--- config.mk ---
export PLATFORM = sky130hd
export DESIGN_NAME = uss_sync_slave
export DESIGN_NICKNAME = d
export VERILOG_FILES = /design/src/uss_pkg.sv /design/src/uss_pin_sync.sv /design/src/uss_sync_slave.sv
export SDC_FILE = /design/constraint.sdc
export NUM_CORES = 1
export LEC_CHECK = 0
export BUFFER_PORTS_ARGS = -buffer_cell sky130_fd_sc_hd__buf_2
export CAP_MARGIN = 10
export CORE_MARGIN = 3
export CORE_UTILIZATION = 40
export CTS_BUF_LIST = sky130_fd_sc_hd__clkbuf_4 sky130_fd_sc_hd__clkbuf_8
export CTS_CLUSTER_DIAMETER = 40
export DETAILED_ROUTE_END_ITERATION = 6
export GPL_TIMING_DRIVEN = 0
export PLACE_DENSITY = 0.58
export SLEW_MARGIN = 25
export SYNTH_ARGS = -nofsm -noshare
export SYNTH_HDL_FRONTEND = slang
export SYNTH_HIERARCHICAL = 1
export SYNTH_SLANG_ARGS = --single-unit
--- constraint.sdc ---
create_clock -name clk_in -period 4.1 [get_ports clk_in]
set_input_delay 0.205 -clock clk_in [delete_from_list [all_inputs] [get_ports clk_in]]
set_output_delay 0.205 -clock clk_in [all_outputs]
set_load 0.02 [all_outputs]
--- src/uss_pkg.sv ---
package uss_pkg;

  // ==========================================================
  // Clock and master clock timing
  localparam int unsigned CLK_MHZ       = 100;
  localparam int unsigned MCLK_HALF_NS  = 200;
  localparam int unsigned MCLK_HALF_CYC = (MCLK_HALF_NS * CLK_MHZ) / 1000;
  localparam logic [7:0]  MCLK_HALF_CNT = 8'(MCLK_HALF_CYC);

  // ==========================================================
  // Register byte offsets
  localparam logic [7:0] OFS_TXCS = 8'h00;
  localparam logic [7:0] OFS_RXCS = 8'h04;
  localparam logic [7:0] OFS_RATE = 8'h08;
  localparam logic [7:0] OFS_TXD  = 8'h0C;
  localparam logic [7:0] OFS_RXD  = 8'h10;
  localparam logic [7:0] OFS_FLAG = 8'h14;

  // ==========================================================
  // Field positions
  localparam int TX_CLOCK_SOURCE_SELECT = 7;
  localparam int TX_NINE = 6;
  localparam int TX_EN   = 5;
  localparam int TX_SYNC = 4;
  localparam int TX_BRK  = 3;
  localparam int TX_EMPT = 1;
  localparam int TX_D9   = 0;
  localparam int RX_PEN  = 7;
  localparam int RX_NINE = 6;
  localparam int RX_SINGLE_RECEIVE_ENABLE = 5;
  localparam int RX_CONTINUOUS_RECEIVE_ENABLE = 4;
  localparam int RX_OVERRUN_ERROR = 1;
  localparam int RX_D9   = 0;
  localparam int RT_OVF  = 7;
  localparam int RT_IDLE = 6;
  localparam int RT_POL  = 4;
  localparam int RT_WIDE = 3;
  localparam int RT_WAKE = 1;
  localparam int RT_ABD  = 0;
  localparam int FL_GIE  = 7;
  localparam int FL_PERIPHERAL_INTERRUPT_ENABLE = 6;
  localparam int FL_RXP  = 5;
  localparam int FL_TXF  = 4;
  localparam int FL_RXIE = 1;
  localparam int FL_TX_INTERRUPT_ENABLE = 0;

  // ==========================================================
  // Write masks and reset values
  localparam logic [7:0] TXCS_WMASK = 8'hFD;
  localparam logic [7:0] RXCS_WMASK = 8'hF8;
  localparam logic [7:0] RATE_WMASK = 8'h1B;
  localparam logic [7:0] FLAG_WMASK = 8'hC3;
  localparam logic [7:0] REG_RST    = 8'h00;
  localparam logic [3:0] BITS_8     = 4'h8;
  localparam logic [3:0] BITS_9     = 4'h9;

  typedef enum logic [2:0] {
    MD_OFF, MD_ASYNC, MD_SYNC_IDLE, MD_SYNC_TX, MD_SYNC_RX
  } uss_mode_t;

endpackage : uss_pkg

--- src/uss_pin_sync.sv ---
module uss_pin_sync (
  input  wire logic clk_in,
  input  wire logic rst_in,
  input  wire logic pin_in,
  output logic      level_out,
  output logic      rise_out,
  output logic      fall_out
);
  import uss_pkg::*;

  logic meta;
  logic stage;
  logic prev;

  // ==========================================================
  // Two-stage synchroniser, then an edge detector on stage two
  always_ff @(posedge clk_in or posedge rst_in)
  begin
    if (rst_in)
    begin
      meta  <= 1'b0;
      stage <= 1'b0;
      prev  <= 1'b0;
    end
    else
    begin
      meta  <= pin_in;
      stage <= meta;
      prev  <= stage;
    end
  end

  assign level_out = stage;
  assign rise_out  = stage & ~prev;
  assign fall_out  = ~stage & prev;

endmodule : uss_pin_sync

--- src/uss_sync_slave.sv ---
// How it works
// Slave reception keeps continuous receive on; single receive is ignored.
// Full character in sleep goes to the receive buffer; enabled it wakes.
// Only slave mode shifts during sleep; master clock halts while sleeping.
// Slave shift registers run only from the external clock pin.
// Completed word during sleep sets receive pending, which wakes.
// Wake resumes after sleep; global enable also requests the vector.
// Sleep transmit: next buffer byte loads, buffer free sets; write clears.
// External master drives the clock and handles the data pin.
// Clock source bit: 1 master with internal clock, 0 slave; sync only.
// Transmit bits: nine-bit frames, transmit enable, synchronous select.
// Break request only in async; hardware clears it on completion.
// Shift-register-empty status reads 1 when empty, resets to 1.
// In sync mode a receive enable beats transmit enable.
// Clearing port enable holds the serial port in reset.
// Master single receive clears after one character; continuous wins.
// Address detect applies only to nine-bit async reception.
// Framing and overrun are read-only; clearing continuous clears overrun once single receive is off or data is read.
// Polarity sets sync clock idle level, or inverted async idle.
// Wide rate bit picks a 16-bit rate generator, else 8-bit.
// Async wake: falling data edge raises event, rising edge clears enable.
// Auto-baud enable clears when done; overflow bit reports overflow.
// Receiver idle flag reflects async receiver; don't-care in sync mode.
// Data changes on leading edge, sampled on trailing, one bit per clock.
// Two-deep receive buffer; third character sets overrun and blocks.
module uss_sync_slave (
  input  wire logic        clk_in,
  input  wire logic        rst_in,
  input  wire logic        psel_in,
  input  wire logic        penable_in,
  input  wire logic        pwrite_in,
  input  wire logic [7:0]  paddr_in,
  input  wire logic [31:0] pwdata_in,
  output logic      [31:0] prdata_out,
  output logic             pready_out,
  output logic             pslverr_out,
  input  wire logic        sleep_in,
  input  wire logic        serial_clock_pin_in,
  output logic             serial_clock_pin_out,
  output logic             serial_clock_pin_oe_out,
  input  wire logic        serial_data_pin_in,
  output logic             serial_data_pin_out,
  output logic             serial_data_pin_oe_out,
  input  wire logic        async_break_done_in,
  input  wire logic        autobaud_done_in,
  input  wire logic        autobaud_ovf_in,
  input  wire logic        async_rx_busy_in,
  output logic             wake_out,
  output logic             vector_request_out,
  output logic             wide_rate_select_out,
  output logic             async_tx_idle_out
);
  import uss_pkg::*;

  function automatic logic [3:0] frame_bits(input logic nine);
    frame_bits = nine ? BITS_9 : BITS_8;
  endfunction : frame_bits

  function automatic logic addr_hit(input logic [7:0] a);
    addr_hit = (a == OFS_TXCS) || (a == OFS_RXCS) || (a == OFS_RATE) ||
               (a == OFS_TXD) || (a == OFS_RXD) || (a == OFS_FLAG);
  endfunction : addr_hit

  logic [7:0] txcs;
  logic [7:0] rxcs;
  logic [7:0] ratec;
  logic [7:0] flagc;
  logic [7:0] rd_mux;
  uss_mode_t  mode;
  logic       sync_md;
  logic       master;
  logic       pen;
  logic       pol;
  logic       rx_en;
  logic       tx_mode;
  logic       ck_lvl;
  logic       ck_rise;
  logic       ck_fall;
  logic       dt_lvl;
  logic       dt_rise;
  logic       dt_fall;
  logic       lead;
  logic       trail;
  logic       mclk;
  logic       tick;
  logic       run;
  logic [7:0] dcnt;
  logic [8:0] rx_shift_register;
  logic [8:0] rx_next;
  logic [8:0] rx_word;
  logic [3:0] rcnt;
  logic [3:0] rx_bits;
  logic [3:0] tx_bits;
  logic       rx_done;
  logic       push;
  logic       ovr_set;
  logic       pop;
  logic       overrun_error;
  logic [8:0] fifo [2];
  logic       rd_ptr;
  logic [1:0] fcnt;
  logic [8:0] txbuf;
  logic       txbuf_valid;
  logic [8:0] tx_shift_register;
  logic       tsr_full;
  logic       t_first;
  logic [3:0] tcnt;
  logic       tx_load;
  logic       tx_end;
  logic       setup;
  logic       access;
  logic       wr;
  logic       tdata_wr;
  logic       rd_pop_ok;
  logic       wake_seen;
  logic       irq;

  // ==========================================================
  // Pin synchronisers
  uss_pin_sync u_ck_sync (
    .clk_in    (clk_in),
    .rst_in    (rst_in),
    .pin_in    (serial_clock_pin_in),
    .level_out (ck_lvl),
    .rise_out  (ck_rise),
    .fall_out  (ck_fall)
  );

  uss_pin_sync u_dt_sync (
    .clk_in    (clk_in),
    .rst_in    (rst_in),
    .pin_in    (serial_data_pin_in),
    .level_out (dt_lvl),
    .rise_out  (dt_rise),
    .fall_out  (dt_fall)
  );

  // ==========================================================
  // Mode decode
  assign sync_md = txcs[TX_SYNC];
  assign master  = sync_md & txcs[TX_CLOCK_SOURCE_SELECT];
  assign pen     = rxcs[RX_PEN];
  assign pol     = ratec[RT_POL];

  always_comb
  begin
    if (!pen)
      mode = MD_OFF;
    else if (!sync_md)
      mode = MD_ASYNC;
    else if (rxcs[RX_CONTINUOUS_RECEIVE_ENABLE] || (master && rxcs[RX_SINGLE_RECEIVE_ENABLE]))
      mode = MD_SYNC_RX;
    else if (txcs[TX_EN])
      mode = MD_SYNC_TX;
    else
      mode = MD_SYNC_IDLE;
  end

  always_comb
  begin
    rx_en   = 1'b0;
    tx_mode = 1'b0;
    case (mode)
      MD_SYNC_RX: rx_en   = 1'b1;
      MD_SYNC_TX: tx_mode = 1'b1;
      default:    ;
    endcase
  end

  assign rx_bits = frame_bits(rxcs[RX_NINE]);
  assign tx_bits = frame_bits(txcs[TX_NINE]);

  // ==========================================================
  // Master clock: halts in sleep, so only slave keeps shifting
  assign run  = master && pen && !sleep_in &&
                ((rx_en && !overrun_error) || (tx_mode && tsr_full));
  assign tick = (dcnt == MCLK_HALF_CNT - 8'h01);

  always_ff @(posedge clk_in or posedge rst_in)
  begin
    if (rst_in)
    begin
      dcnt <= 8'h00;
      mclk <= 1'b0;
    end
    else if (!master || !pen)
    begin
      dcnt <= 8'h00;
      mclk <= pol;
    end
    else if (tick)
    begin
      dcnt <= 8'h00;
      if (run || mclk != pol)
        mclk <= ~mclk;
    end
    else
      dcnt <= dcnt + 8'h01;
  end

  // Leading edge leaves the idle level, trailing edge returns to it
  always_comb
  begin
    if (master)
    begin
      lead  = tick && run && (mclk == pol);
      trail = tick && (mclk != pol);
    end
    else
    begin
      lead  = pol ? ck_fall : ck_rise;
      trail = pol ? ck_rise : ck_fall;
    end
  end

  assign serial_clock_pin_out    = mclk;
  assign serial_clock_pin_oe_out = master && pen;

  // ==========================================================
  // Receive shifter, sampled on trailing edge
  assign rx_next = {dt_lvl, rx_shift_register[8:1]};
  assign rx_word = rxcs[RX_NINE] ? rx_next : {1'b0, rx_next[8:1]};
  assign rx_done = rx_en && !overrun_error && trail &&
                   (rcnt == rx_bits - 4'h1);
  assign push    = rx_done && (fcnt != 2'h2);
  assign ovr_set = rx_done && (fcnt == 2'h2);

  always_ff @(posedge clk_in or posedge rst_in)
  begin
    if (rst_in)
    begin
      rx_shift_register  <= 9'h000;
      rcnt <= 4'h0;
    end
    else if (!rx_en || overrun_error)
      rcnt <= 4'h0;
    else if (trail)
    begin
      rx_shift_register  <= rx_next;
      rcnt <= rx_done ? 4'h0 : rcnt + 4'h1;
    end
  end

  // ==========================================================
  // Two-entry receive buffer
  always_ff @(posedge clk_in or posedge rst_in)
  begin
    if (rst_in)
    begin
      rd_ptr <= 1'b0;
      fcnt   <= 2'h0;
    end
    else if (!pen)
    begin
      rd_ptr <= 1'b0;
      fcnt   <= 2'h0;
    end
    else
    begin
      if (pop)
        rd_ptr <= ~rd_ptr;
      fcnt <= fcnt + {1'b0, push} - {1'b0, pop};
    end
  end

  always_ff @(posedge clk_in)
  begin
    if (push)
      fifo[rd_ptr ^ fcnt[0]] <= rx_word;
  end

  // Overrun set beats a clear in the same cycle
  always_ff @(posedge clk_in or posedge rst_in)
  begin
    if (rst_in)
      overrun_error <= 1'b0;
    else if (!pen)
      overrun_error <= 1'b0;
    else if (ovr_set)
      overrun_error <= 1'b1;
    else if (!rxcs[RX_CONTINUOUS_RECEIVE_ENABLE] && (!rxcs[RX_SINGLE_RECEIVE_ENABLE] || pop))
      overrun_error <= 1'b0;
  end

  // ==========================================================
  // Transmit buffer and shifter
  assign tdata_wr = wr && (paddr_in == OFS_TXD);
  assign tx_load  = tx_mode && txbuf_valid && !tsr_full;
  assign tx_end   = tx_mode && tsr_full && trail &&
                    (tcnt == tx_bits - 4'h1);

  always_ff @(posedge clk_in or posedge rst_in)
  begin
    if (rst_in)
    begin
      txbuf       <= 9'h000;
      txbuf_valid <= 1'b0;
    end
    else if (!pen)
      txbuf_valid <= 1'b0;
    else if (tdata_wr)
    begin
      txbuf       <= {txcs[TX_D9], pwdata_in[7:0]};
      txbuf_valid <= 1'b1;
    end
    else if (tx_load)
      txbuf_valid <= 1'b0;
  end

  always_ff @(posedge clk_in or posedge rst_in)
  begin
    if (rst_in)
    begin
      tx_shift_register      <= 9'h1FF;
      tsr_full <= 1'b0;
      t_first  <= 1'b0;
      tcnt     <= 4'h0;
    end
    else if (!tx_mode)
      tsr_full <= 1'b0;
    else if (tx_load)
    begin
      tx_shift_register      <= txcs[TX_NINE] ? txbuf : {1'b1, txbuf[7:0]};
      tsr_full <= 1'b1;
      t_first  <= 1'b1;
      tcnt     <= 4'h0;
    end
    else if (tsr_full && lead)
    begin
      t_first <= 1'b0;
      if (!t_first)
        tx_shift_register <= {1'b1, tx_shift_register[8:1]};
    end
    else if (tsr_full && trail)
    begin
      tcnt <= tcnt + 4'h1;
      if (tx_end)
        tsr_full <= 1'b0;
    end
  end

  assign serial_data_pin_out    = tx_shift_register[0];
  assign serial_data_pin_oe_out = tx_mode;

  // ==========================================================
  // Control registers
  assign setup  = psel_in && !penable_in;
  assign access = psel_in && penable_in;
  assign wr     = access && pwrite_in;

  always_ff @(posedge clk_in or posedge rst_in)
  begin
    if (rst_in)
      txcs <= REG_RST;
    else if (wr && paddr_in == OFS_TXCS)
      txcs <= pwdata_in[7:0] & TXCS_WMASK;
    else if (!sync_md && async_break_done_in)
      txcs[TX_BRK] <= 1'b0;
  end

  // Software write wins over the hardware single-receive clear
  always_ff @(posedge clk_in or posedge rst_in)
  begin
    if (rst_in)
      rxcs <= REG_RST;
    else if (wr && paddr_in == OFS_RXCS)
      rxcs <= pwdata_in[7:0] & RXCS_WMASK;
    else if (rx_done && master)
      rxcs[RX_SINGLE_RECEIVE_ENABLE] <= 1'b0;
  end

  always_ff @(posedge clk_in or posedge rst_in)
  begin
    if (rst_in)
      ratec <= REG_RST;
    else if (wr && paddr_in == OFS_RATE)
      ratec <= pwdata_in[7:0] & RATE_WMASK;
    else
    begin
      if (!sync_md && wake_seen && dt_rise)
        ratec[RT_WAKE] <= 1'b0;
      if (!sync_md && autobaud_done_in)
        ratec[RT_ABD] <= 1'b0;
    end
  end

  always_ff @(posedge clk_in or posedge rst_in)
  begin
    if (rst_in)
      flagc <= REG_RST;
    else if (wr && paddr_in == OFS_FLAG)
      flagc <= pwdata_in[7:0] & FLAG_WMASK;
  end

  always_ff @(posedge clk_in or posedge rst_in)
  begin
    if (rst_in)
      wake_seen <= 1'b0;
    else if (sync_md || !pen || !ratec[RT_WAKE])
      wake_seen <= 1'b0;
    else if (dt_fall)
      wake_seen <= 1'b1;
  end

  assign wide_rate_select_out = ratec[RT_WIDE];
  assign async_tx_idle_out    = ~pol;

  // ==========================================================
  // Read mux; receive data read pops the buffer
  always_comb
  begin
    rd_mux = 8'h00;
    case (paddr_in)
      OFS_TXCS:
      begin
        rd_mux          = txcs;
        rd_mux[TX_EMPT] = ~tsr_full;
      end
      OFS_RXCS:
      begin
        rd_mux          = rxcs;
        rd_mux[RX_OVERRUN_ERROR] = overrun_error;
        rd_mux[RX_D9]   = fifo[rd_ptr][8];
      end
      OFS_RATE:
      begin
        rd_mux          = ratec;
        rd_mux[RT_OVF]  = !sync_md && autobaud_ovf_in;
        rd_mux[RT_IDLE] = sync_md || !async_rx_busy_in;
      end
      OFS_RXD:  rd_mux = fifo[rd_ptr][7:0];
      OFS_FLAG:
      begin
        rd_mux          = flagc;
        rd_mux[FL_RXP]  = (fcnt != 2'h0);
        rd_mux[FL_TXF]  = ~txbuf_valid;
      end
      default:  rd_mux = 8'h00;
    endcase
  end

  always_ff @(posedge clk_in or posedge rst_in)
  begin
    if (rst_in)
    begin
      prdata_out  <= 32'h0000_0000;
      pslverr_out <= 1'b0;
      rd_pop_ok   <= 1'b0;
    end
    else if (setup)
    begin
      prdata_out  <= {24'h00_0000, rd_mux};
      pslverr_out <= !addr_hit(paddr_in);
      rd_pop_ok   <= !pwrite_in && (paddr_in == OFS_RXD) &&
                     (fcnt != 2'h0);
    end
  end

  assign pready_out = 1'b1;
  assign pop        = access && rd_pop_ok;

  // ==========================================================
  // Wake and vector requests
  assign irq = flagc[FL_PERIPHERAL_INTERRUPT_ENABLE] &&
               (((fcnt != 2'h0) && flagc[FL_RXIE]) ||
                (!txbuf_valid && flagc[FL_TX_INTERRUPT_ENABLE]) || wake_seen);

  always_ff @(posedge clk_in or posedge rst_in)
  begin
    if (rst_in)
    begin
      wake_out           <= 1'b0;
      vector_request_out <= 1'b0;
    end
    else
    begin
      wake_out           <= sleep_in && irq;
      vector_request_out <= irq && flagc[FL_GIE];
    end
  end
endmodule : uss_sync_slave

* Yosys cells after proc, flatten, opt, wreduce, memory -nomap -nowiden *
Memories as Yosys holds them, arrays and structs flattened.
Cells that the tools add are included.
W data, S select, Z words.

storage, ports and cells
  register bits = 90
  memory bits (writable) = 18
  bits of input ports = 52
  memories = 1

memory list
  memory  depth  bits a word  read ports  clocked after memory_dff  write ports  RTL line              RTL
  fifo    2      9            1           0                         1            uss_sync_slave.sv:99  logic [8:0] fifo [2];

operators by class
  $add $sub $neg = 7
  equal/unequal tests = 22
  multiplexer cells = 56
  bitwise gates (word level) = 16
  reductions and logical operators = 92

operators by type and width
  operator               count
  $mux W9                5
  $logic_and A1 B1 Y1    42
  $pmux W8 S5            1
  $mux W1                37
  $eq A8 B5 Y1 const B   3
  $mux W4                6
  $reduce_bool A2 Y1     11
  $eq A8 B4 Y1 const B   2
  $logic_or A1 B1 Y1     16
  $mux W8                2
  $logic_not A1 Y1       15
  $ne A3 B1 Y1 const B   4
  $not A1 Y1             10
  $mux W3                3
  $reduce_and A3 Y1      3
  $add A4 B1 Y4 const B  2
  $add A8 B1 Y8 const B  1
  $eq A4 B4 Y1           2
  $eq A8 B3 Y1 const B   1
  $logic_not A8 Y1       1
  $reduce_and A2 Y1      4
  $sub A4 B1 Y4 const B  2
  $and A1 B1 Y1          5
  $mux W2                2
  11 further kinds       13

* Depth between registers and ports, before layout *
  word-level depth = 18
  mapped depth = 9

* Modules after synthesis *
The synthesis kept the hierarchy.

by module, submodules not included
  module          times used  cells an instance  area each (um2)
  uss_sync_slave  1           454                5094.9
  uss_pin_sync    2           6                  93.8

* Least setup slack after synthesis *
No wires, ideal clock.

  path type = reg-to-reg
  from = register dcnt[0]
  to = memory fifo[1][0], enable pin
  library setup time = 0.375 ns
  data arrival time = 2.259 ns
  slack = 1.466 ns
  stages on the path, launching flop included = 7
  buffers on the path = 0
  cells stage by stage = dfrtp_1 > ha_1 > or4b_4 > or4_4 > a21oi_1 > nand3_1 > nor2b_1

between the ends
  longest elaborated chain between the ends = 8

RTL lines
  item                               RTL line               RTL
  start: declaration                 uss_sync_slave.sv:87   logic [7:0] dcnt;
  start signal: assignment           uss_sync_slave.sv:198  dcnt <= dcnt + 8'h01;
  $eq A8 B5 Y1                       uss_sync_slave.sv:177  assign tick = (dcnt == MCLK_HALF_CNT - 8'h01);
  $logic_and A1 B1 Y1                uss_sync_slave.sv:207  trail = tick && (mclk != pol);
  $mux W1                            uss_sync_slave.sv:204  if (master)
  $logic_and A1 B1 Y1 (2 in series)  uss_sync_slave.sv:223  assign rx_done = rx_en && !overrun_error && trail &&
  $logic_and A1 B1 Y1                uss_sync_slave.sv:225  assign push = rx_done && (fcnt != 2'h2);
  $mux W1                            uss_sync_slave.sv:268  if (push)
  $mux W1 (implied by the code)      uss_sync_slave.sv:269  fifo[rd_ptr ^ fcnt[0]] <= rx_word;
  end: declaration                   uss_sync_slave.sv:99

Every way passes these cells.

* Worst setup path after layout *
  from = register dcnt[0]
  to = memory fifo[1][7], enable pin

The elaborated chain is that of the path after synthesis.

==> results.json <==
{
  "synth_most_common_cell": "dfrtp_1",
  "grt_pass1_vias": 3725,
  "die_area_sq_mm": 0.0146,
  "yosys_warnings": 6,
  "routed_wl_microns": 12000,
  "drc": 0,
  "ys_ff_latch": 107,
  "slowest_delay_ps": 660,
  "fill_cells": 1203,
  "antenna_found_initial": 0,
  "worst_path_dominant_cell_family": "simple AND/OR/NAND/NOR gates",
  "post-place-ws_ps": 1080,
  "cts_made_buffers": 9,
  "cp-startpoint": "dcnt[0]",
  "use_met2_pct": 27.7,
  "drv_slew": 0,
  "ff2ff_path_depth": 6,
  "nets": 604,
  "synth.distinct_cells": 65,
  "hold_viol_final": 0,
  "start_kind": "flip-flop",
  "clk_pin_slew_ps": 100,
  "fin_total_pwr_w": 0.00188,
  "grt_pass1_wl_microns": 19300,
  "port_buffers": 43,
  "drtIter0Drc": 242,
  "dp_hpwl_microns": 8970,
  "cpMaxStageDelayCell": "nor2b_1",
  "gp_congestion": 0.851,
  "fin_tns_setup_ps": 0,
  "fmax_mhz": 340,
  "power_density_mw_per_mm2": 311,
  "fin_area_sq_mm": 0.00607,
  "num_vias": 3778,
  "synth_top_cell_area_share_pct": 37.9,
  "relSlewSlack_pct": 43.3,
  "avgSynthCellArea_sq_um": 11.3,
  "cts_max_level": 3,
  "area_delta_synth_final_pct": 14.9,
  "required_ps": 4110,
  "crit_path_max_fanout": 9,
  "min_path_type": "in2reg",
  "r2r_slack_ps": 1160,
  "finalSetupViolCount": 0,
  "place_area_sq_mm": 0.00583,
  "cts.sink_count": 107,
  "whs_ps": 90.2,
  "setup_slack_ps": 1160,
  "grt_max_degree": 48,
  "syn_inst": 466,
  "drt-pass1-iter-count": 4,
  "ir_drop_uv": 138,
  "die_h_microns": 121,
  "ys_seq_area_share_pct": 52.6,
  "grt-busiest-layer": "met2",
  "final-seq-area_sq_mm": 0.00278,
  "cp_cell_sequence": "ha_1, or4b_4, or4_4, a21oi_1, nand3_1, nor2b_1",
  "r2r_start": "dcnt[0]",
  "grtUsageMet3_pct": 3.68,
  "n_antenna_cell": 0,
  "rows": 41,
  "wl_per_cell_microns": 16.6,
  "yosys-top-cells-count": "80 x dfrtp_1, 48 x mux2_2, 31 x nor2_1",
  "yosys-top-cells-area": "dfrtp_1 38%, edfxtp_1 10%, mux2_2 10%, dfstp_2 4.5%, buf_4 3.6%",
  "cts-root-buf": "clkbuf_8",
  "yosysTopAreaCell": "dfrtp_1",
  "io_pins": 94,
  "fin_crit_sh_pct": 71.8,
  "clockBufferDepth": 2,
  "hold-path-cell-count": 2,
  "core_sq_mm": 0.0128,
  "synth_edf_count": 18,
  "ys_async_sr_fraction_pct": 83.2,
  "cp-end-kind": "flip-flop",
  "crit_buf_inv": 0,
  "min_from": "pwdata_in[2]",
  "synth_flop_cell": "dfrtp_1",
  "initial_core_util_pct": 41.4,
  "synth_area_sq_mm": 0.00528,
  "clock_skew_ps": 13.8,
  "cts_tree": "built",
  "viasPerCell": 5.22,
  "p_leak_nw": 2.84,
  "drive_above_1_share_pct": 29.2,
  "chipWidth_microns": 121,
  "arrival_ps": 2950,
  "rsz0062_at_grt": "false",
  "finalCriticalPeriod_ps": 2940,
  "path_depth": 6,
  "clock_latency_ps": 380,
  "drv_cap": 0,
  "status": "completed",
  "max_slew.worst_pin.slew_ps": 844,
  "met1_usage_pct": 23.0,
  "globalRouteOverflowTotal": 0,
  "grt_usage_pct": 17.1,
  "multi_input_area_sq_mm": 0.00226,
  "drt.antenna.violating_nets": 0,
  "path_class": "reg2reg"
}
cell usage in the layout (no fill, tap or decap), types with 4 or more instances in the layout:
cell type and instances:
mux2_2 48, nand4b_1 5, xnor2_1 8, mux2i_1 7
dfstp_2 9, inv_1 15, a21oi_1 18, dfrtp_1 80
ha_1 5, clkbuf_8 10, buf_2 45, nor2b_1 7
o21ai_0 15, nor3_1 6, buf_4 25, nand3_1 16
conb_1 25, nand2_1 29, a22o_1 4, clkbuf_1 17
nor2_1 31, edfxtp_1 18, a31oi_1 13, nand4_1 4
a211oi_1 5, and3_1 8, and2_1 4
power by group:
| part | total (W) | internal [W] | switching [W] |
|---|---|---|---|
| logic | 0.000132 | 0.0000503 | 0.0000813 |
| clock network | 0.000663 | 0.000312 | 0.000351 |
| registers | 0.00109 | 0.00108 | 0.00000569 |
| total | 0.00188 | 0.00145 | 0.000438 |
worst paths after layout:
check,end
setup / recovery,fifo[1][7]
hold / removal,txbuf[2]
min in group asynchronous,u_ck_sync/meta
hold reg to reg,u_ck_sync/level_out
max in group asynchronous,tx_shift_register[8]
setup reg to reg,fifo[1][7]
cells by family (layout without fill, tap and decap cells):
group / count (synthesis) / in the layout / synth area share (%)
muxes: 59 / 59 / 13.1
and+or+nand+nor: 140 / 140 / 14.7
other: 2 / 25 / 0.142
adders and majority gates: 5 / 5 / 1.18
AOI/OAI and AO/OA: 80 / 80 / 10.2
buffers and inverters: 62 / 125 / 6.37
DFF: 107 / 107 / 52.6
xor gates and xnor gates: 11 / 11 / 1.82
cell type report:
cell class                      count  share of cell area [%]
Clock buffer                       12                    2.52
Buffer                             46                    4.56
Tap cell                          172                    3.55
Clock inverter                      4                   0.804
Sequential cell                   107                    45.8
Multi-Input combinational cell    320                    37.2
Inverter                           16                    1.03
Timing Repair Buffer               47                    4.50
per-stage QoR:
stage                     std cells  util [%]
final                           724      47.5
after global routing            724      47.5
after CTS                       724      47.4
after detailed placement        705      45.6
after global placement          704      45.4
after floorplan                 489         -
flip-flops by register name (all words and copies together) (netlist names), 5 cells and up:
name and flops:
prdata_out 8, dcnt 8, fifo 18, txcs 7, rx_shift_register 8, rxcs 5, txbuf 9, tx_shift_register 9
worst register-to-register path, delay by kind of cell (launching register included):
family,cells,cell delay (ps)
and+or+nand+nor,4,1820
DFF,1,380
AOI/OAI and AO/OA,1,180
adders and majority gates,1,200
timing repair:
item                       4_1_cts  5_1_grt
setup buffers                    0        0
setup endpoints to repair        0        0
hold buffers                     3        0
resized for setup                0        0
hold endpoints to repair        36        0
metal layers:
metal | part of all wire [%] | vias up | wire (microns)
met5 | 0 | - | 0
met4 | 1.1 | 0 | 136
met3 | 4.8 | 11 | 575
met2 | 49 | 98 | 5830
met1 | 46 | 1879 | 5470
li1 | - | 1790 | -
No activity file was read; power rests on OpenSTA's default activity.
